$ cat config.mk
export PLATFORM = sky130hd
export DESIGN_NAME = ast_transceiver
export DESIGN_NICKNAME = d
export VERILOG_FILES = /design/src/hdl/ast_pkg.sv /design/src/hdl/ast_transceiver.sv
export SDC_FILE = /design/constraint.sdc
export NUM_CORES = 1
export LEC_CHECK = 0
export ABC_AREA = 1
export BUFFER_PORTS_ARGS = -buffer_cell sky130_fd_sc_hd__buf_2
export CAP_MARGIN = 10
export CORE_AREA = 4 4 114 116
export DETAILED_ROUTE_END_ITERATION = 8
export DIE_AREA = 0 0 118 120
export PLACE_DENSITY = 0.79
export SKIP_LAST_GASP = 1
export SLEW_MARGIN = 20
export SYNTH_ARGS = -nofsm -noshare
export SYNTH_HDL_FRONTEND = slang
export SYNTH_SLANG_ARGS = --single-unit
$ cat constraint.sdc
create_clock -name CORE_CLK -period 4.4 [get_ports CORE_CLK]
set_input_delay 0.88 -clock CORE_CLK [delete_from_list [all_inputs] [get_ports CORE_CLK]]
set_output_delay 0.88 -clock CORE_CLK [all_outputs]
set_load 0.01 [all_outputs]
$ cat src/hdl/ast_pkg.sv
// Purpose: Shared constants and types of the async serial transceiver
// Assumes: One core clock; all timing is counted in 16x bit ticks
// Notes:   Sample points, shared reset values and counts live here
package ast_pkg;

  // Oversampling: ticks per bit and the three central sample points
  localparam int          TICKS_PER_BIT = 16;
  localparam logic [3:0]  TICK_LAST     = 4'hf;
  localparam logic [3:0]  SAMPLE_FIRST  = 4'h7;
  localparam logic [3:0]  SAMPLE_MID    = 4'h8;
  localparam logic [3:0]  SAMPLE_LAST   = 4'h9;

  // Frame lengths in bits: start + data + stop, and the one-bit mark after a break
  localparam logic [3:0]  FRAME_BITS_8  = 4'ha;
  localparam logic [3:0]  FRAME_BITS_9  = 4'hb;
  localparam logic [3:0]  MARK_BITS     = 4'h1;

  // Idle line: a whole frame of ticks at line high
  localparam logic [7:0]  IDLE_TICKS_8  = 8'ha0;
  localparam logic [7:0]  IDLE_TICKS_9  = 8'hb0;

  // Rate divider: with a zero extended value, 16x tick period is 2*shared*2^factor cycles
  localparam int          DIV_WIDTH     = 12;
  localparam logic [11:0] CONV_MULT     = 12'h002;
  localparam logic [11:0] PRESCALE_A    = 12'h001;
  localparam logic [11:0] PRESCALE_B    = 12'h003;
  localparam logic [11:0] PRESCALE_C    = 12'h004;
  localparam logic [11:0] PRESCALE_D    = 12'h00d;

  // Values after reset
  localparam logic        TX_EMPTY_RST  = 1'b1;
  localparam logic        TX_DONE_RST   = 1'b1;
  localparam logic        IDLE_ARM_RST  = 1'b1;
  localparam logic [7:0]  BYTE_RST      = 8'h00;

  // Transmit engine and receiver states
  typedef enum logic [1:0] {TX_WAIT, TX_SHIFT} ast_tx_state_type;
  typedef enum logic [1:0] {RX_OFF, RX_HUNT, RX_FRAME} ast_rx_state_type;

endpackage

$ cat src/hdl/ast_transceiver.sv
// Purpose: Full-duplex asynchronous serial transmitter and receiver
// Assumes: Software strobes are one-cycle pulses on the core clock
// Notes:   Baud settings are only changed with both directions disabled
`timescale 1ns/100ps

module ast_transceiver
  import ast_pkg::*;
(
  // Clock and reset
  input  wire logic       CORE_CLK,
  input  wire logic       RESET,
  // Software access strobes
  input  wire logic       STATUS_READ,
  input  wire logic       DATA_WRITE,
  input  wire logic [7:0] DATA_WRITE_VALUE,
  input  wire logic       DATA_READ,
  // Control bits
  input  wire logic       WORD_LEN_SEL,
  input  wire logic       TX_BIT8,
  input  wire logic       WAKE_METHOD,
  input  wire logic       TX_ENABLE,
  input  wire logic       RX_ENABLE,
  input  wire logic       SEND_BREAK,
  input  wire logic       RX_MUTE_SET,
  input  wire logic       RX_MUTE_CLEAR,
  input  wire logic       TX_EMPTY_IRQ_EN,
  input  wire logic       TX_COMPLETE_IRQ_EN,
  input  wire logic       RX_IRQ_EN,
  input  wire logic       IDLE_IRQ_EN,
  input  wire logic       GLOBAL_IRQ_MASK,
  // Rate settings
  input  wire logic [1:0] SHARED_PRESCALE,
  input  wire logic [2:0] TX_DIVIDE_FACTOR,
  input  wire logic [2:0] RX_DIVIDE_FACTOR,
  input  wire logic [7:0] EXT_TX_PRESCALE,
  input  wire logic [7:0] EXT_RX_PRESCALE,
  // Serial pins
  input  wire logic       SERIAL_IN_PIN,
  output logic            SERIAL_OUT_PIN,
  output logic            SERIAL_OUT_EN,
  // Status and received data
  output logic            TX_EMPTY_FLAG,
  output logic            TX_COMPLETE_FLAG,
  output logic            RX_FULL_FLAG,
  output logic            IDLE_FLAG,
  output logic            OVERRUN_FLAG,
  output logic            NOISE_FLAG,
  output logic            FRAMING_ERROR_FLAG,
  output logic            RX_MUTE_BIT,
  output logic [7:0]      RX_DATA,
  output logic            RX_BIT8,
  output logic            IRQ
);

  ////////////////////////////////////////////////////////////////////////////
  // Rate generators, index 0 transmit, index 1 receive

  logic [1:0]           tick;          // 16x bit-rate strobes
  logic [11:0]          shared_val;    // Shared prescale value
  logic [2:0]           factor_sel [2];
  logic [7:0]           ext_val    [2];

  assign factor_sel[0] = TX_DIVIDE_FACTOR;
  assign factor_sel[1] = RX_DIVIDE_FACTOR;
  assign ext_val[0]    = EXT_TX_PRESCALE;
  assign ext_val[1]    = EXT_RX_PRESCALE;

  // Shared prescale decode
  always_comb begin
    case (SHARED_PRESCALE)
      2'h0:    shared_val = PRESCALE_A;
      2'h1:    shared_val = PRESCALE_B;
      2'h2:    shared_val = PRESCALE_C;
      default: shared_val = PRESCALE_D;
    endcase
  end

  genvar d;
  generate
    for (d = 0; d < 2; d++) begin : g_rate
      logic [11:0] period;             // Cycles per 16x tick
      logic [11:0] count_reg;          // Cycle counter

      // Extended path wins when its value is nonzero
      assign period = (ext_val[d] != 8'h00)
                    ? {4'h0, ext_val[d]}
                    : (CONV_MULT * shared_val) << factor_sel[d];

      // Free-running divider; settings assumed stable while enabled
      always_ff @(posedge CORE_CLK or posedge RESET) begin
        if (RESET) begin
          count_reg <= 12'h000;
        end else if (count_reg + 12'h001 >= period) begin
          count_reg <= 12'h000;
        end else begin
          count_reg <= count_reg + 12'h001;
        end
      end

      assign tick[d] = (count_reg + 12'h001 >= period);
    end
  endgenerate

  ////////////////////////////////////////////////////////////////////////////
  // Transmitter

  ast_tx_state_type tx_state_reg;      // Idle or shifting
  logic [10:0]      tx_shift_reg;      // Frame bits, LSB goes first
  logic [3:0]       tx_bits_reg;       // Bits left in frame
  logic [3:0]       tx_sub_reg;        // Tick within bit
  logic [7:0]       tx_buffer_reg;     // Waiting word
  logic             tx_buf8_reg;       // Its ninth bit
  logic             te_prev_reg;       // Enable one cycle ago
  logic             preamble_reg;      // Idle frame owed
  logic             after_break_reg;   // Last frame was a break
  logic             tx_arm_reg;        // Status read seen
  logic [3:0]       frame_len;         // Bits per frame now
  logic             start_go;          // Load a frame this cycle
  logic [10:0]      start_pat;         // Pattern to load
  logic [3:0]       start_len;         // Its length
  logic             take_buf;          // Buffer moves to shifter
  logic             wr_direct;         // Write starts a frame
  logic             frame_end;         // Last tick of a frame
  logic             start_break;       // Break frame chosen
  logic             tx_clear;          // Armed data write

  assign frame_len = WORD_LEN_SEL ? FRAME_BITS_9 : FRAME_BITS_8;
  assign frame_end = (tx_state_reg == TX_SHIFT) && tick[0]
                   && (tx_sub_reg == TICK_LAST) && (tx_bits_reg == MARK_BITS);
  assign tx_clear  = DATA_WRITE && tx_arm_reg;

  // Choose what the engine loads when it is waiting
  always_comb begin
    start_go    = 1'b0;
    start_pat   = 11'h7ff;
    start_len   = frame_len;
    take_buf    = 1'b0;
    wr_direct   = 1'b0;
    start_break = 1'b0;
    if (tx_state_reg == TX_WAIT && TX_ENABLE && te_prev_reg) begin
      if (preamble_reg) begin
        start_go = 1'b1;
      end else if (SEND_BREAK) begin
        start_go    = 1'b1;
        start_break = 1'b1;
        start_pat   = 11'h000;
      end else if (after_break_reg) begin
        start_go  = 1'b1;
        start_len = MARK_BITS;
      end else if (!TX_EMPTY_FLAG) begin
        start_go  = 1'b1;
        take_buf  = 1'b1;
        start_pat = {1'b1, WORD_LEN_SEL ? tx_buf8_reg : 1'b1,
                     tx_buffer_reg, 1'b0};
      end else if (DATA_WRITE) begin
        start_go  = 1'b1;
        wr_direct = 1'b1;
        start_pat = {1'b1, WORD_LEN_SEL ? TX_BIT8 : 1'b1,
                     DATA_WRITE_VALUE, 1'b0};
      end
    end
  end

  // Frame engine: shift out on the transmit tick
  always_ff @(posedge CORE_CLK or posedge RESET) begin
    if (RESET) begin
      tx_state_reg <= TX_WAIT;
      tx_shift_reg <= 11'h7ff;
      tx_bits_reg  <= 4'h0;
      tx_sub_reg   <= 4'h0;
    end else if (start_go) begin
      tx_state_reg <= TX_SHIFT;
      tx_shift_reg <= start_pat;
      tx_bits_reg  <= start_len;
      tx_sub_reg   <= 4'h0;
    end else if (tx_state_reg == TX_SHIFT && tick[0]) begin
      tx_sub_reg <= tx_sub_reg + 4'h1;
      // Bit boundary: next bit, or frame over
      if (tx_sub_reg == TICK_LAST) begin
        tx_shift_reg <= {1'b1, tx_shift_reg[10:1]};
        tx_bits_reg  <= tx_bits_reg - 4'h1;
        if (frame_end) begin
          tx_state_reg <= TX_WAIT;
        end
      end
    end
  end

  // Pin: frame bit while shifting, high otherwise
  always_ff @(posedge CORE_CLK or posedge RESET) begin
    if (RESET) begin
      SERIAL_OUT_PIN <= 1'b1;
      SERIAL_OUT_EN  <= 1'b0;
    end else begin
      SERIAL_OUT_PIN <= (tx_state_reg == TX_SHIFT)
                      ? tx_shift_reg[0] : 1'b1;
      SERIAL_OUT_EN  <= TX_ENABLE;
    end
  end

  // Enable history: rising edge owes an idle frame
  always_ff @(posedge CORE_CLK or posedge RESET) begin
    if (RESET) begin
      te_prev_reg     <= 1'b0;
      preamble_reg    <= 1'b0;
      after_break_reg <= 1'b0;
    end else begin
      te_prev_reg <= TX_ENABLE;
      if (TX_ENABLE && !te_prev_reg) begin
        preamble_reg <= 1'b1;
      end else if (start_go) begin
        preamble_reg <= 1'b0;
      end
      // Remember a break so the closing mark follows it
      if (start_go) begin
        after_break_reg <= start_break;
      end
    end
  end

  // Buffer holds the word written while the shifter is busy
  always_ff @(posedge CORE_CLK or posedge RESET) begin
    if (RESET) begin
      tx_buffer_reg <= BYTE_RST;
      tx_buf8_reg   <= 1'b0;
    end else if (DATA_WRITE && !wr_direct) begin
      tx_buffer_reg <= DATA_WRITE_VALUE;
      tx_buf8_reg   <= TX_BIT8;
    end
  end

  // Status read arms the clearing write
  always_ff @(posedge CORE_CLK or posedge RESET) begin
    if (RESET) begin
      tx_arm_reg <= 1'b0;
    end else if (STATUS_READ) begin
      tx_arm_reg <= 1'b1;
    end else if (DATA_WRITE) begin
      tx_arm_reg <= 1'b0;
    end
  end

  // Transmit flags; a set in the clearing cycle wins
  always_ff @(posedge CORE_CLK or posedge RESET) begin
    if (RESET) begin
      TX_EMPTY_FLAG    <= TX_EMPTY_RST;
      TX_COMPLETE_FLAG <= TX_DONE_RST;
    end else begin
      if (take_buf || wr_direct || (!TX_ENABLE && te_prev_reg)) begin
        TX_EMPTY_FLAG <= 1'b1;
      end else if (tx_clear) begin
        TX_EMPTY_FLAG <= 1'b0;
      end
      if (frame_end) begin
        TX_COMPLETE_FLAG <= 1'b1;
      end else if (tx_clear) begin
        TX_COMPLETE_FLAG <= 1'b0;
      end
    end
  end

  ////////////////////////////////////////////////////////////////////////////
  // Receiver line: three stages, change taken when last two agree

  logic             sync1_reg;         // Metastability catcher
  logic             sync2_reg;
  logic             sync3_reg;
  logic             line_reg;          // Filtered line level

  always_ff @(posedge CORE_CLK or posedge RESET) begin
    if (RESET) begin
      sync1_reg <= 1'b1;
      sync2_reg <= 1'b1;
      sync3_reg <= 1'b1;
      line_reg  <= 1'b1;
    end else begin
      sync1_reg <= SERIAL_IN_PIN;
      sync2_reg <= sync1_reg;
      sync3_reg <= sync2_reg;
      if (sync2_reg == sync3_reg) begin
        line_reg <= sync3_reg;
      end
    end
  end

  ////////////////////////////////////////////////////////////////////////////
  // Receive engine

  ast_rx_state_type rx_state_reg;      // Off, hunting or in frame
  logic [3:0]       rx_sub_reg;        // Tick within bit
  logic [3:0]       rx_idx_reg;        // 0 start, then data, then stop
  logic [1:0]       samp_reg;          // First two centre samples
  logic [8:0]       rx_shift_reg;      // Data bits
  logic             rx_noise_reg;      // Disagreeing samples seen
  logic [7:0]       idle_cnt_reg;      // High ticks while hunting
  logic             done_reg;          // Character complete pulse
  logic             done_fe_reg;       // Its stop bit was low
  logic             idle_evt_reg;      // Idle frame seen pulse
  logic             maj;               // Majority bit value
  logic             disagree;          // Samples differ
  logic [3:0]       stop_idx;          // Index of stop bit
  logic [7:0]       idle_len;          // Idle frame in ticks

  assign maj      = (samp_reg[0] & samp_reg[1]) | (samp_reg[0] & line_reg)
                  | (samp_reg[1] & line_reg);
  assign disagree = !((samp_reg[0] == samp_reg[1])
                  && (samp_reg[1] == line_reg));
  assign stop_idx = frame_len - 4'h1;
  assign idle_len = WORD_LEN_SEL ? IDLE_TICKS_9 : IDLE_TICKS_8;

  // Hunt, sample at ticks 7..9, decide at tick 9
  always_ff @(posedge CORE_CLK or posedge RESET) begin
    if (RESET) begin
      rx_state_reg <= RX_OFF;
      rx_sub_reg   <= 4'h0;
      rx_idx_reg   <= 4'h0;
      samp_reg     <= 2'h0;
      rx_shift_reg <= 9'h000;
      rx_noise_reg <= 1'b0;
      idle_cnt_reg <= 8'h00;
      done_reg     <= 1'b0;
      done_fe_reg  <= 1'b0;
      idle_evt_reg <= 1'b0;
    end else begin
      done_reg     <= 1'b0;
      idle_evt_reg <= 1'b0;
      if (!RX_ENABLE) begin
        rx_state_reg <= RX_OFF;
      end else if (rx_state_reg == RX_OFF) begin
        rx_state_reg <= RX_HUNT;
        idle_cnt_reg <= 8'h00;
      end else if (tick[1] && rx_state_reg == RX_HUNT) begin
        // Start edge, or count toward an idle frame
        if (!line_reg) begin
          rx_state_reg <= RX_FRAME;
          rx_sub_reg   <= 4'h0;
          rx_idx_reg   <= 4'h0;
          rx_noise_reg <= 1'b0;
          idle_cnt_reg <= 8'h00;
        end else if (idle_cnt_reg <= idle_len) begin
          idle_cnt_reg <= idle_cnt_reg + 8'h01;
          idle_evt_reg <= (idle_cnt_reg + 8'h01 == idle_len);
        end
      end else if (tick[1] && rx_state_reg == RX_FRAME) begin
        rx_sub_reg <= rx_sub_reg + 4'h1;
        if (rx_sub_reg == SAMPLE_FIRST) begin
          samp_reg[0] <= line_reg;
        end
        if (rx_sub_reg == SAMPLE_MID) begin
          samp_reg[1] <= line_reg;
        end
        if (rx_sub_reg == SAMPLE_LAST) begin
          rx_noise_reg <= rx_noise_reg | disagree;
          if (rx_idx_reg == 4'h0 && maj) begin
            rx_state_reg <= RX_HUNT;                     // False start
          end else if (rx_idx_reg == stop_idx) begin
            // Stop bit: character done; a low stop bit means break or lost sync
            done_reg     <= 1'b1;
            done_fe_reg  <= !maj;
            rx_state_reg <= RX_HUNT;
          end else if (rx_idx_reg != 4'h0) begin
            rx_shift_reg[rx_idx_reg - 4'h1] <= maj;
          end
        end
        if (rx_sub_reg == TICK_LAST) begin
          rx_idx_reg <= rx_idx_reg + 4'h1;
        end
      end
    end
  end

  ////////////////////////////////////////////////////////////////////////////
  // Receive flags, buffer and mute

  logic             rx_arm_reg;        // Status read seen
  logic             idle_arm_reg;      // Idle may be flagged again
  logic             word_msb;          // Address mark bit
  logic             accept;            // Character reaches software
  logic             rx_clear;          // Armed data read

  assign word_msb = WORD_LEN_SEL ? rx_shift_reg[8] : rx_shift_reg[7];
  assign accept   = done_reg && (!RX_MUTE_BIT
                  || (WAKE_METHOD && word_msb));
  assign rx_clear = DATA_READ && rx_arm_reg;

  // Status access arms the clearing read
  always_ff @(posedge CORE_CLK or posedge RESET) begin
    if (RESET) begin
      rx_arm_reg <= 1'b0;
    end else if (STATUS_READ) begin
      rx_arm_reg <= 1'b1;
    end else if (DATA_READ) begin
      rx_arm_reg <= 1'b0;
    end
  end

  // Flags: disable clears; new events win over the clearing read
  always_ff @(posedge CORE_CLK or posedge RESET) begin
    if (RESET) begin
      RX_FULL_FLAG       <= 1'b0;
      IDLE_FLAG          <= 1'b0;
      OVERRUN_FLAG       <= 1'b0;
      NOISE_FLAG         <= 1'b0;
      FRAMING_ERROR_FLAG <= 1'b0;
      RX_DATA            <= BYTE_RST;
      RX_BIT8            <= 1'b0;
      idle_arm_reg       <= IDLE_ARM_RST;
    end else if (!RX_ENABLE) begin
      RX_FULL_FLAG       <= 1'b0;
      IDLE_FLAG          <= 1'b0;
      OVERRUN_FLAG       <= 1'b0;
      NOISE_FLAG         <= 1'b0;
      FRAMING_ERROR_FLAG <= 1'b0;
    end else begin
      if (rx_clear) begin
        RX_FULL_FLAG       <= 1'b0;
        IDLE_FLAG          <= 1'b0;
        OVERRUN_FLAG       <= 1'b0;
        NOISE_FLAG         <= 1'b0;
        FRAMING_ERROR_FLAG <= 1'b0;
      end
      if (accept && RX_FULL_FLAG && !rx_clear) begin
        OVERRUN_FLAG <= 1'b1;
      end else if (accept) begin
        // Move shifter to buffer with its error marks
        RX_DATA            <= rx_shift_reg[7:0];
        RX_BIT8            <= rx_shift_reg[8];
        RX_FULL_FLAG       <= 1'b1;
        NOISE_FLAG         <= rx_noise_reg;
        FRAMING_ERROR_FLAG <= done_fe_reg;
        idle_arm_reg       <= 1'b1;
      end
      // Idle once after reset and once per accepted character, never while muted
      if (idle_evt_reg && !RX_MUTE_BIT && idle_arm_reg) begin
        IDLE_FLAG    <= 1'b1;
        idle_arm_reg <= 1'b0;
      end
    end
  end

  // Mute: set by software, cleared by software or a wake-up
  always_ff @(posedge CORE_CLK or posedge RESET) begin
    if (RESET) begin
      RX_MUTE_BIT <= 1'b0;
    end else if (RX_MUTE_SET) begin
      RX_MUTE_BIT <= 1'b1;
    end else if (RX_MUTE_CLEAR) begin
      RX_MUTE_BIT <= 1'b0;
    end else if (RX_MUTE_BIT && WAKE_METHOD && done_reg && word_msb) begin
      RX_MUTE_BIT <= 1'b0;
    end else if (RX_MUTE_BIT && !WAKE_METHOD && idle_evt_reg) begin
      RX_MUTE_BIT <= 1'b0;
    end
  end

  ////////////////////////////////////////////////////////////////////////////
  // Interrupt request, gated by the global mask

  always_ff @(posedge CORE_CLK or posedge RESET) begin
    if (RESET) begin
      IRQ <= 1'b0;
    end else begin
      IRQ <= !GLOBAL_IRQ_MASK
           && ((TX_EMPTY_IRQ_EN && TX_EMPTY_FLAG)
           ||  (TX_COMPLETE_IRQ_EN && TX_COMPLETE_FLAG)
           ||  (RX_IRQ_EN && (RX_FULL_FLAG || OVERRUN_FLAG))
           ||  (IDLE_IRQ_EN && IDLE_FLAG));
    end
  end

endmodule // ast_transceiver

# After elaboration in Yosys (flattened, before gate mapping)
# Index checks and enable logic that the tools add are counted.
# totals
register_bits	116
input_bits	51
word_cells	296
# op_classes
addsub	9
magnitude_cmp	5
n_eq_ne	25
shift	2
muxes	122
n_bitwise	11
n_reduce_logical	81
# ops
operator	n
1-bit 2-to-1 mux	74
11-bit 2-to-1 mux	6
4-bit 2-to-1 mux	15
12-bit 2-to-1 mux	4
8-bit 2-to-1 mux	4
1-bit logical AND	31
10-bit 2-to-1 mux	3
2-bit nonzero test	13
12-bit by 1-bit adder with 12-bit output (second input constant)	2
12-bit >= comparator	2
2-bit 2-to-1 mux	12
12-bit by 3-bit left shift with 12-bit output	2
5-bit AND reduction	4
4-bit equality test (second input constant)	4
8-bit nonzero test	2
4-bit by 1-bit adder with 4-bit output (second input constant)	3
4-bit one-hot mux with 3 select lines	1
3-bit AND reduction	4
4-bit by 1-bit subtractor with 4-bit output (second input constant)	3
9-bit bitwise mux	1
1-bit zero test	9
3-bit by 1-bit inequality test with 1-bit output (second input constant)	3
8-bit by 1-bit adder with 8-bit output (second input constant)	1
8-bit equality test	1
other kinds (27)	51

# Longest topological paths before layout
# Gate-level depths: netlist (run 1).
# depth
ltp_word	12
ltp_mapped	22
ltp_nobuf	21

# Worst setup path before layout (run 1)
# Ideal clock, no wire load.
# synth_path
kind	input-to-reg
start	input EXT_RX_PRESCALE[2]
end	register rx_sub_reg[3]
setup_ns	0.118
arrival_time_ns	2.849
setup_slack_ns	1.434
stages	16
n_path_buf	0
path_cell_list	nor2_1 > nand4_1 > nor2_1 > inv_1 > o221ai_1 > ha_1 > a21oi_1 > nor2_1 > nor2_1 > nand2_4 > nand3_1 > nand2_1 > nor2_4 > inv_1 > nand2_1 > nand2_1
# synth_between
elab_chain_cells	6
word_cells_on_any_way	9
cone_classes	order compare: 1; eq/ne: 1; mux: 2; reduce/logical: 5
# synth_lines
element	line_no	text
start: declaration	ast_transceiver.sv:36	input wire logic [7:0] EXT_RX_PRESCALE,
8-bit nonzero test	ast_transceiver.sv:85	assign period = (ext_val[d] != 8'h00)
12-bit 2-to-1 mux (*)	ast_transceiver.sv:86	? {4'h0, ext_val[d]}
12-bit >= comparator (*)	ast_transceiver.sv:100	assign tick[d] = (count_reg + 12'h001 >= period);
1-bit logical AND (on tied branches)	ast_transceiver.sv:332, ast_transceiver.sv:344	
2-bit inequality test (no line) or 2-bit nonzero test (tied branches)	n/a	
4-bit AND reduction (no line)	n/a	
end signal: assignment	ast_transceiver.sv:345	rx_sub_reg <= rx_sub_reg + 4'h1;
end: declaration	ast_transceiver.sv:290	logic [3:0] rx_sub_reg;
# Mark *: on every way between the ends. The rest lies on a longest branch, timed or not.
# A chain may end at the register's enable or synchronous reset.

# Worst setup path in the final report (run 1)
# layout_path
start	register g_rate[1].count_reg[0]
end	register idle_cnt_reg[0]
# layout_between
elab_chain_cells	5
# layout_lines
element	line_no	text
start: declaration	ast_transceiver.sv:82	logic [11:0] count_reg;
start signal: assignment	ast_transceiver.sv:96	count_reg <= count_reg + 12'h001;
12-bit by 1-bit adder with 12-bit output	ast_transceiver.sv:100	
12-bit >= comparator	ast_transceiver.sv:100	
1-bit logical AND	ast_transceiver.sv:332	end else if (tick[1] && rx_state_reg == RX_HUNT) begin
2-bit nonzero test (no line)	n/a	
3-bit AND reduction (no line)	n/a	
end signal: assignment	ast_transceiver.sv:341	idle_cnt_reg <= idle_cnt_reg + 8'h01;
end: declaration	ast_transceiver.sv:295	logic [7:0] idle_cnt_reg;
# Every way passes these cells.

==> impl_results.md, run 1 <==
* Die height at 120 um
* CTS Hold Bufs at 0
* CP Capture Type: register
* CTS tree: done
* Residual DRC at 0
* Number of synthesized flops with an enable pin at 0
* RSZ-0062 raised after global routing: false
* Initial antenna violation count at 0
* Worst-path fanout max at 22
* Clk_lat worst skew at 0.41 ns
* Hold_ws at 0.356 ns
* Area Growth Syn to Fin at 15.5%
* Initial Util at 0.591
* Gate Count Post-Synth at 932
* Row cnt at 40
* Final worst setup slack at 0.936 ns
* Layout cells sized above 1 at 0.156
* Synth area leader: dfrtp_1
* Relative slew slack at 0.462
* Ranking of synthesized cells by area: dfrtp_1, nand2_1, ha_1
* # diodes at 0
* Status: finished, final reports clean
* CTS Buf Count at 17
* DRT Wirelength at 15,100 um
* Setup violations, final at 0
* Final min period at 3.46 ns
* Worst Path Required at 4.70 ns
* DRT Pass-1 Iters at 5
* Placer Congestion at 0.884
* Final nets at 1,100
* Mapped Avg Cell Area at 7.55 um^2
* Core area at 0.0119 mm^2
* Syn nets at 1,027
* Setup CP Type: reg -> reg
* Unique cell type count in the Yosys netlist at 51
* CTS Root Buffer Type: clkbuf_16
* # clock sinks at 115
* Actual slew at the worst max-slew pin at 0.804 ns
* Pre-CTS WS at 0.633 ns
* Vias/cell at 5.21
* Detail Route Antenna Nets at 0
* DR vias at 6,071
* H-tree Lvls at 4
* Die area at 0.0142 mm^2
* Cell leakage power at 4.38 nW
* DR iter-0 viols at 319
* Skew final at 0.0112 ns
* Dpl hpwl at 11,100 um
* Final worst-path cycle share at 0.787
* Worst EP arrival at 3.76 ns
* PortBufs at 70
* Post-CTS setup buffers at 0
* Area share of the largest cell type after synthesis at 0.341
* CP Launch Type: register
* Max Slew Vio Count at 0
* Post-synthesis sequential area ratio at 0.412
* IO Pins at 71
* Fin Setup TNS at 0 ns
* First-pass GRT wire length at 26,300 um
* Vias in the first global route at 5,816
* CTS clk-pin slew, worst paths at 0.05 ns
* GRT Util Overall at 0.224
* Max reg flops at 24
* Max-cap violations at 0
* Routed WL per cell at 12.9 um
* Synth Cell Area at 0.00704 mm^2
* Final Hold Viols at 0
* Fmax at 289 MHz
* Yosys reg bits at 115
* Total grt overflow at 0
* Largest net degree at the start of global routing at 62
* Worst Hold Class: reg -> reg
* Most common flop cell mapped by yosys: dfrtp_1
* Die W at 118 um
* Worst vdd ir at 0.272 mV
* Async set or reset register ratio after synthesis at 1.00
* Resized cells post-CTS at 0
* Warnings from Yosys at 0
* Power density over the cells at 468 mW/mm^2
* CTS max path bufs at 2
cells by family after synthesis:
family	synth area share
AOI/OAI and AO/OA	0.0969
adders and majority gates	0.0797
DFF	0.412
buffers and inverters	0.0800
and+or+nand+nor	0.295
muxes	0.00160
xor gates and xnor gates	0.0348
metrics by stage:
| step | std cells | total power (W) | util | area (um^2) |
|---|---|---|---|---|
| finish | 1165 | 0.00381 | 0.682 | 8130 |
| global route | 1165 | 0.00408 | 0.682 | 8130 |
| CTS | 1165 | 0.00384 | 0.682 | 8130 |
| detailed placement | 1133 | 0.00238 | 0.629 | 7490 |
| global placement | 1133 | 0.00235 | 0.629 | 7490 |
| floorplan | 932 | 0.00216 | - | 7040 |
critical path, stage by stage (launching register included):
cell	delay, ns
dfrtp_1	0.39
ha_1	0.18
nand2_1	0.07
nor2_1	0.15
nand3_1	0.15
nor3_1	0.34
nand3_1	0.13
nand2_1	0.11
nand2_1	0.07
ha_1	0.27
nand2_1	0.07
nor2_2	0.14
nand2_2	0.07
nor2_2	0.08
nand2_1	0.09
nand2_4	0.25
nand2_4	0.15
a21oi_4	0.29
nand2_2	0.19
nand2_1	0.10
nand2_1	0.05
path summary, 6_finish.rpt:
check,start,endpoint,slack (ns),cells after the start
worst min register to register,sync1_reg,sync2_reg,0.36,0
min in group asynchronous,RESET,g_rate[0].count_reg[0],0.60,2
worst max register to register,g_rate[1].count_reg[0],idle_cnt_reg[0],0.94,20
max in group asynchronous,RESET,tx_shift_reg[5],2.88,3
worst max-delay path,g_rate[1].count_reg[0],idle_cnt_reg[0],0.94,20
worst min-delay path,sync1_reg,sync2_reg,0.36,0
power breakdown:
group          switching (W)  internal [W]
Sequential          0.000153       0.00128
Combinational       0.000577      0.000366
Clock               0.000459      0.000975
Total                0.00119       0.00262
cell type report:
type	count	area, um^2
clock buffer	23	508
multi-input combinational	675	3570
tap	147	184
inverter	123	464
timing repair buffer	73	373
sequential	115	2900
fill	1003	3780
clock inverter	9	124
layout by cell type (no fill, tap or decap), drive strengths merged, types with 2 or more instances in the layout:
master / instances
nand3: 61
bufinv: 3
nor3: 13
buf: 73
xnor2: 12
o211ai: 3
and3: 3
xor2: 16
nand4: 13
nor4: 2
nor2: 123
nand3b: 2
nand2: 268
clkinv: 7
dfstp: 19
a21oi: 34
o221ai: 2
ha: 44
a221oi: 4
clkbuf: 23
dfrtp: 96
inv: 122
o22ai: 2
o21ai: 60
layer usage:
metal  wire, um  part of all wire  up-vias  global-route usage
li1           -                 -     3124                   -
met1       6890              0.46     2788               0.288
met2       7220              0.48      140               0.377
met3        731             0.049       19              0.0443
met4        228             0.015        0              0.0791
met5          0                 0        -                   0
cells in the mapped netlist (2+ instances only):
| master | number |
|---|---|
| a21oi_1 | 32 |
| a221oi_1 | 4 |
| and3_1 | 3 |
| buf_1 | 2 |
| buf_2 | 6 |
| buf_6 | 2 |
| clkbuf_1 | 7 |
| dfrtp_1 | 96 |
| dfstp_2 | 19 |
| ha_1 | 44 |
| inv_1 | 119 |
| inv_2 | 3 |
| nand2_1 | 259 |
| nand2_2 | 5 |
| nand2_4 | 4 |
| nand3_1 | 60 |
| nand3b_1 | 2 |
| nand4_1 | 13 |
| nor2_1 | 116 |
| nor2_2 | 3 |
| nor2_4 | 3 |
| nor3_1 | 13 |
| nor4_1 | 2 |
| o211ai_1 | 3 |
| o21ai_0 | 48 |
| o21ai_1 | 2 |
| o21ai_2 | 10 |
| o221ai_1 | 2 |
| o22ai_1 | 2 |
| xnor2_1 | 12 |
| xor2_1 | 16 |
No activity file was read; power rests on OpenSTA's default activity.
==> run 2, diff against run 1 <==
==> constraint.sdc (replaced) <==
create_clock -name CORE_CLK -period 3.39 [get_ports CORE_CLK]
set_input_delay 0.678 -clock CORE_CLK [delete_from_list [all_inputs] [get_ports CORE_CLK]]
set_output_delay 0.678 -clock CORE_CLK [all_outputs]
set_load 0.01 [all_outputs]
==> run 2 against run 1 <==
Compared with the run above:
- non-clock buffer count up 7
- first-iteration DRC count is 1.3% higher
- highest routed layer unchanged
- clock skew is 0.00075 ns lower
- utilization is 0.49 points higher
- maximum frequency rose by 11%
- largest cell class unchanged
==> impl_results.md, run 2 (synthesized netlist as in run 1, its figures left out) <==
* Largest net degree at the start of global routing at 63 (+1.6%)
* DR vias at 6,047 (-0.40%)
* Actual slew at the worst max-slew pin at 0.634 ns (-0.170 ns)
* Slowest cell on crit path: dfrtp_1
* CTS tree: done
* CP Launch Type: register
* Fillers at 995 (-0.80%)
* Cell leakage power at 4.38 nW (about the same)
* First-pass GRT wire length at 26,000 um (-0.84%)
* Die area at 0.0142 mm^2 (unchanged)
* Setup violations, final at 0 (unchanged)
* GRT Util Overall at 0.222 (-0.00114)
* Clock share of power at 0.368 (-0.009)
* Initial Util at 0.591 (unchanged)
* Hold_ws at 0.333 ns (-0.0231 ns)
* Worst-path fanout max at 11 (-50%)
* Final nets at 1,107 (+0.64%)
* Area Growth Syn to Fin at 16.3%
* Dpl hpwl at 11,000 um (-0.76%)
* # diodes at 0 (unchanged)
* Residual DRC at 0 (unchanged)
* IO Pins at 71 (unchanged)
* # clock sinks at 115 (unchanged)
* CTS Buf Count at 17 (unchanged)
* Setup CP Type: reg -> reg
* Vias in the first global route at 5,760 (-0.96%)
* DRT Pass-1 Iters at 5 (unchanged)
* PortBufs at 70 (unchanged)
* Power density over the cells at 600 mW/mm^2 (+28%)
* Commonest non-fill, non-tap cell in the layout: nand2_1
* CTS clk-pin slew, worst paths at 0.05 ns (about the same)
* Int Power at 0.00336 W (+28%)
* Max reg flops at 24 (unchanged)
* DR iter-0 viols at 323 (+1.3%)
* Core area at 0.0119 mm^2 (unchanged)
* Psw at 0.00156 W (+31%)
* H-tree Lvls at 4 (unchanged)
* CP most frequent cell: nand2_1
* Die height at 120 um (unchanged)
* Reg power frac at 0.377 (+0.002)
* Initial antenna violation count at 0 (unchanged)
* Clk_lat worst skew at 0.42 ns (about the same)
* CTS Root Buffer Type: clkbuf_16
* Commonest non-fill, non-tap cells in the layout: nand2_1, inv_1, nor2_1
* Row cnt at 40 (unchanged)
* Sw frac at 0.317 (+0.00488)
* Skew final at 0.0105 ns (-0.000754 ns)
* Max-cap violations at 0 (unchanged)
* CP cell instances: nand2_1 > nor2_2 > nand2_1 > nor2_1 > nand4_1 > nor2_1 > xor2_1 > inv_1 > ha_1 > nand2_1 > nor2_2 > nand2_2 > nor2_1 > nor2_2 > nand2_4 > nand2_4 > a21oi_4 > nand2_2 > nand2_1 > nand2_1
* Vias/cell at 5.16 (-0.99%)
* DRT Wirelength at 14,900 um (-1.0%)
* WP buf/inv at 1 (+1)
* Crit-path leading delay family: simple AND/OR/NAND/NOR gates
* Max Slew Vio Count at 0 (unchanged)
* Routed WL per cell at 12.7 um (-1.6%)
* Die W at 118 um (unchanged)
* Final worst-path cycle share at 0.918 (+0.131)
* Post-Route Utilization at 0.687 (+0.00494)
* Largest stage delay on the critical path at 0.39 ns (about the same)
* Worst Path Required at 3.69 ns (-1.01 ns)
* Total grt overflow at 0 (unchanged)
* Worst EP arrival at 3.41 ns (-0.35 ns)
* Placer Congestion at 0.846 (-4.3%)
* Total power at 0.00491 W (+29%)
* Layout cells sized above 1 at 0.165 (+0.00869)
* Final min period at 3.11 ns (-0.352 ns)
* Gate power share at 0.255 (+0.007)
* Worst Hold Class: in -> async
* Relative slew slack at 0.576 (+0.114)
* Final Hold Viols at 0 (unchanged)
* Final worst setup slack at 0.278 ns (-0.658 ns)
* Detail Route Antenna Nets at 0 (unchanged)
* Pre-CTS WS at 0.135 ns (-0.497 ns)
* CTS max path bufs at 2 (unchanged)
* Fmax at 321 MHz (+11%)
* Worst vdd ir at 0.354 mV (+30%)
* Status: finished, final reports clean
* CP Capture Type: register
[run 2: cell types whose count changed in the layout (fill, tap and decap cells not counted), sizes merged]
cell	before	now
clkinv	7	8
clkbuf	23	21
buf	73	80
inv	122	121
clkinvlp	0	2
[run 2: timing repair]
action | CTS | global route
endpoints found under the setup margin | 0 | 31
buffers inserted | 0 | 1
hold buffers | 0 | 0
gates resized for setup | 0 | 5
[run 2: metrics by stage]
stage          TNS [ns]  cell area, um^2  std cells
5_1_grt        -0.00638             8190       1172
2_1_floorplan         0             7040        932
3_5_place_dp          0             7550       1139
6_report              0             8190       1172
4_1_cts               0             8160       1171
3_3_place_gp          0             7550       1139
[run 2: worst paths after layout]
path / slack (ns) / endpoint / start / cells past startpoint
setup / recovery: 0.28 / idle_cnt_reg[4] / g_rate[1].count_reg[0] / 20
hold / removal: 0.33 / g_rate[0].count_reg[11] / RESET / 2
setup reg to reg: 0.28 / idle_cnt_reg[4] / g_rate[1].count_reg[0] / 20
hold reg to reg: 0.36 / sync2_reg / sync1_reg / 0
max in group asynchronous: 2.30 / tx_shift_reg[4] / RESET / 3
min in group CORE_CLK: 0.36 / sync2_reg / sync1_reg / 0
[run 2: layout make-up]
cell class / instances / area, um^2 / share of cell area
multi-input combinational: 675 / 3590 / 0.439
sequential: 115 / 2900 / 0.354
clock buffer: 21 / 470 / 0.0575
inverter: 123 / 465 / 0.0569
timing repair buffer: 80 / 438 / 0.0535
tap: 147 / 184 / 0.0225
clock inverter: 11 / 133 / 0.0162
[run 2: power by group through the flow]
stage	combinational (W)	sequential [W]	clock [W]
after floorplan	0.000988	0.00182	0
after global placement	0.00121	0.00186	0
after detailed placement	0.00124	0.00187	0
after CTS	0.00126	0.00185	0.00183
after global routing	0.00147	0.00188	0.00190
final	0.00125	0.00185	0.00181
[run 2: layer usage]
metal | routed length (um) | global-route usage | vias up
li1 | - | - | 3149
met1 | 6980 | 0.286 | 2774
met2 | 7030 | 0.368 | 105
met3 | 595 | 0.0551 | 19
met4 | 300 | 0.0784 | 0
met5 | 0 | 0 | -
==> run 3, diff against run 2 <==
==> constraint.sdc (replaced) <==
create_clock -name CORE_CLK -period 3.35 [get_ports CORE_CLK]
set_input_delay 0.67 -clock CORE_CLK [delete_from_list [all_inputs] [get_ports CORE_CLK]]
set_output_delay 0.67 -clock CORE_CLK [all_outputs]
set_load 0.01 [all_outputs]
==> run 3 against run 2 <==
Compared with the run above:
- sequential power hardly changed
- clock skew is 0.0015 ns lower
- clock power hardly changed
- global-route usage is 0.12 points lower
- power is 1.6% higher
- largest cell class unchanged
==> impl_results.md, run 3 (synthesized netlist as in run 1, its figures left out) <==
* Core area at 0.0119 mm^2 (unchanged)
* Worst vdd ir at 0.355 mV (+0.19%)
* CTS Root Buffer Type: clkbuf_16
* CTS max path bufs at 2 (unchanged)
* Layout cells sized above 1 at 0.170 (+0.00502)
* Skew final at 0.00900 ns (-0.00147 ns)
* Final worst setup slack at 0.299 ns (+0.0207 ns)
* GRT Util Overall at 0.221 (-0.00118)
* Final worst-path cycle share at 0.911 (-0.00717)
* DRT Pass-1 Iters at 7 (+2)
* Worst-path fanout max at 10 (-1)
* Largest net degree at the start of global routing at 63 (unchanged)
* Met2 WL at 7370 um (+4.7%)
* Dpl hpwl at 11,000 um (+0.69%)
* Pre-CTS WS at 0.0221 ns (-0.113 ns)
* Post-Route Utilization at 0.692 (+0.00504)
* Clock share of power at 0.360 (-0.008)
* Met1 wire length at 6920 um (-0.86%)
* CTS Hold Bufs at 0 (unchanged)
* R2R setup slack at 0.30 ns (+0.02 ns)
* Total power at 0.00499 W (+1.6%)
* CP startpoint: g_rate[1].count_reg[0]
* Initial Util at 0.591 (unchanged)
* CTS Buf Count at 17 (unchanged)
* Worst r2r src: g_rate[1].count_reg[0]
* RSZ-0062 raised after global routing: false
* CP Capture Type: register
* H-tree Lvls at 4 (unchanged)
* Int Power at 0.00339 W (+1.1%)
* CTS clk-pin slew, worst paths at 0.05 ns (about the same)
* Die W at 118 um (unchanged)
* Actual slew at the worst max-slew pin at 0.624 ns (-0.00973 ns)
* Placer Congestion at 0.848 (+0.25%)
* Final nets at 1,112 (+0.45%)
* Worst Path Required at 3.65 ns (-0.04 ns)
* Row cnt at 40 (unchanged)
* Final Hold Viols at 0 (unchanged)
* Psw at 0.00160 W (+2.7%)
* Max Slew Vio Count at 0 (unchanged)
* Vias in the first global route at 5,906 (+2.5%)
* Vias/cell at 5.21 (+0.91%)
* Worst Hold Class: in -> async
* DR iter-0 viols at 397 (+23%)
* Relative slew slack at 0.583 (+0.00650)
* Status: finished, final reports clean
* PortBufs at 70 (unchanged)
* Setup violations, final at 0 (unchanged)
* Detail Route Antenna Nets at 0 (unchanged)
* Worst EP arrival at 3.35 ns (-0.06 ns)
* First-pass GRT wire length at 26,000 um (unchanged)
* Cell leakage power at 4.42 nW (+0.90%)
* Routed WL per cell at 12.9 um (+1.3%)
* Initial antenna violation count at 0 (unchanged)
* Area Growth Syn to Fin at 17.2%
* Setup CP Type: reg -> reg
* DRT Wirelength at 15,200 um (+1.7%)
* Residual DRC at 0 (unchanged)
* Clk_lat worst skew at 0.41 ns (about the same)
* Power density over the cells at 606 mW/mm^2 (+0.88%)
* Reg power frac at 0.376 (about the same)
* Die height at 120 um (unchanged)
* CP Launch Type: register
* Sw frac at 0.321 (+0.00332)
* Gate power share at 0.264 (+0.009)
* Reg2reg end: idle_cnt_reg[3]
* CTS tree: done
* FF-to-FF path depth at 20 (unchanged)
* Met3 routed WL at 579 um (-2.7%)
* Commonest non-fill, non-tap cell in the layout: nand2_1
* Final min period at 3.05 ns (-0.0607 ns)
* Fin Setup TNS at 0 ns (unchanged)
* Critical path destination: idle_cnt_reg[3]
* Max reg flops at 24 (unchanged)
* # diodes at 0 (unchanged)
* DR vias at 6,128 (+1.3%)
* # clock sinks at 115 (unchanged)
* Fmax at 328 MHz (+2.0%)
* Total grt overflow at 0 (unchanged)
* Commonest non-fill, non-tap cells in the layout: nand2_1, inv_1, nor2_1
* Max-cap violations at 0 (unchanged)
* Die area at 0.0142 mm^2 (unchanged)
* Max layer used: met4
* IO Pins at 71 (unchanged)
run 3: cell types whose count changed in the layout (fill, tap and decap cells not counted), sizes merged:
| cell | previous run | this run |
|---|---|---|
| clkinv | 8 | 7 |
| clkbuf | 21 | 23 |
| buf | 80 | 85 |
| bufinv | 3 | 2 |
run 3: power by group through the flow:
stage	registers (W)	logic, W	clock network (W)
after floorplan	0.00184	0.00100	0
after global placement	0.00188	0.00124	0
after detailed placement	0.00189	0.00128	0
after CTS	0.00187	0.00129	0.00182
after global routing	0.00191	0.00154	0.00189
final	0.00188	0.00132	0.00180
run 3: layout make-up:
class	instances	area (um^2)
fillers	939	3670
multi-input cells	675	3620
clock inverters	9	101
repair buffers	85	475
inverters	123	465
well taps	147	184
flip-flops and latches	115	2900
clock buffers	23	498
run 3: timing repair:
action                     in CTS  in global routing
buffers inserted                0                  5
resized for setup               0                  9
setup endpoints to repair       0                 33
run 3: how the worst min path moves through the flow:
stage | cells past startpoint | slack (ns) | to | from
after global routing | 1 | 0.35 | sync1_reg | SERIAL_IN_PIN
after global placement | 0 | 0.35 | sync2_reg | sync1_reg
after floorplan | 0 | 0.35 | sync2_reg | sync1_reg
final | 2 | 0.33 | g_rate[0].count_reg[11] | RESET
after detailed placement | 0 | 0.35 | sync2_reg | sync1_reg
after CTS | 2 | 0.35 | g_rate[0].count_reg[2] | RESET
run 3: routing by layer:
metal | global-route usage | up-vias
li1 | - | 3146
met1 | 0.274 | 2831
met3 | 0.0490 | 28
met4 | 0.0864 | 0
met2 | 0.378 | 123
met5 | 0 | -
run 3: critical path, cell delays in order, from the launching register on:
cell     delay (ns)
dfrtp_1        0.39
nand2_1        0.12
nor2_4         0.13
nand2_1        0.08
nor2_1         0.15
nand4_1        0.13
nor2_1         0.14
xor2_1         0.20
inv_1          0.07
ha_1           0.30
nand2_1        0.07
nor2_2         0.11
nand2_2        0.07
nor2_1         0.10
nor2_1         0.08
nand2_4        0.17
nand2_4        0.14
a21oi_4        0.18
nand2_2        0.15
nand2_1        0.11
nand2_1        0.06
run 3: per-stage QoR:
step | cells | hold WS, ns | instance area (um^2)
final | 1177 | 0.334 | 8250
after global placement | 1140 | 0.347 | 7560
after detailed placement | 1140 | 0.353 | 7560
after CTS | 1172 | 0.347 | 8160
after global routing | 1177 | 0.347 | 8250
after floorplan | 932 | 0.345 | 7040
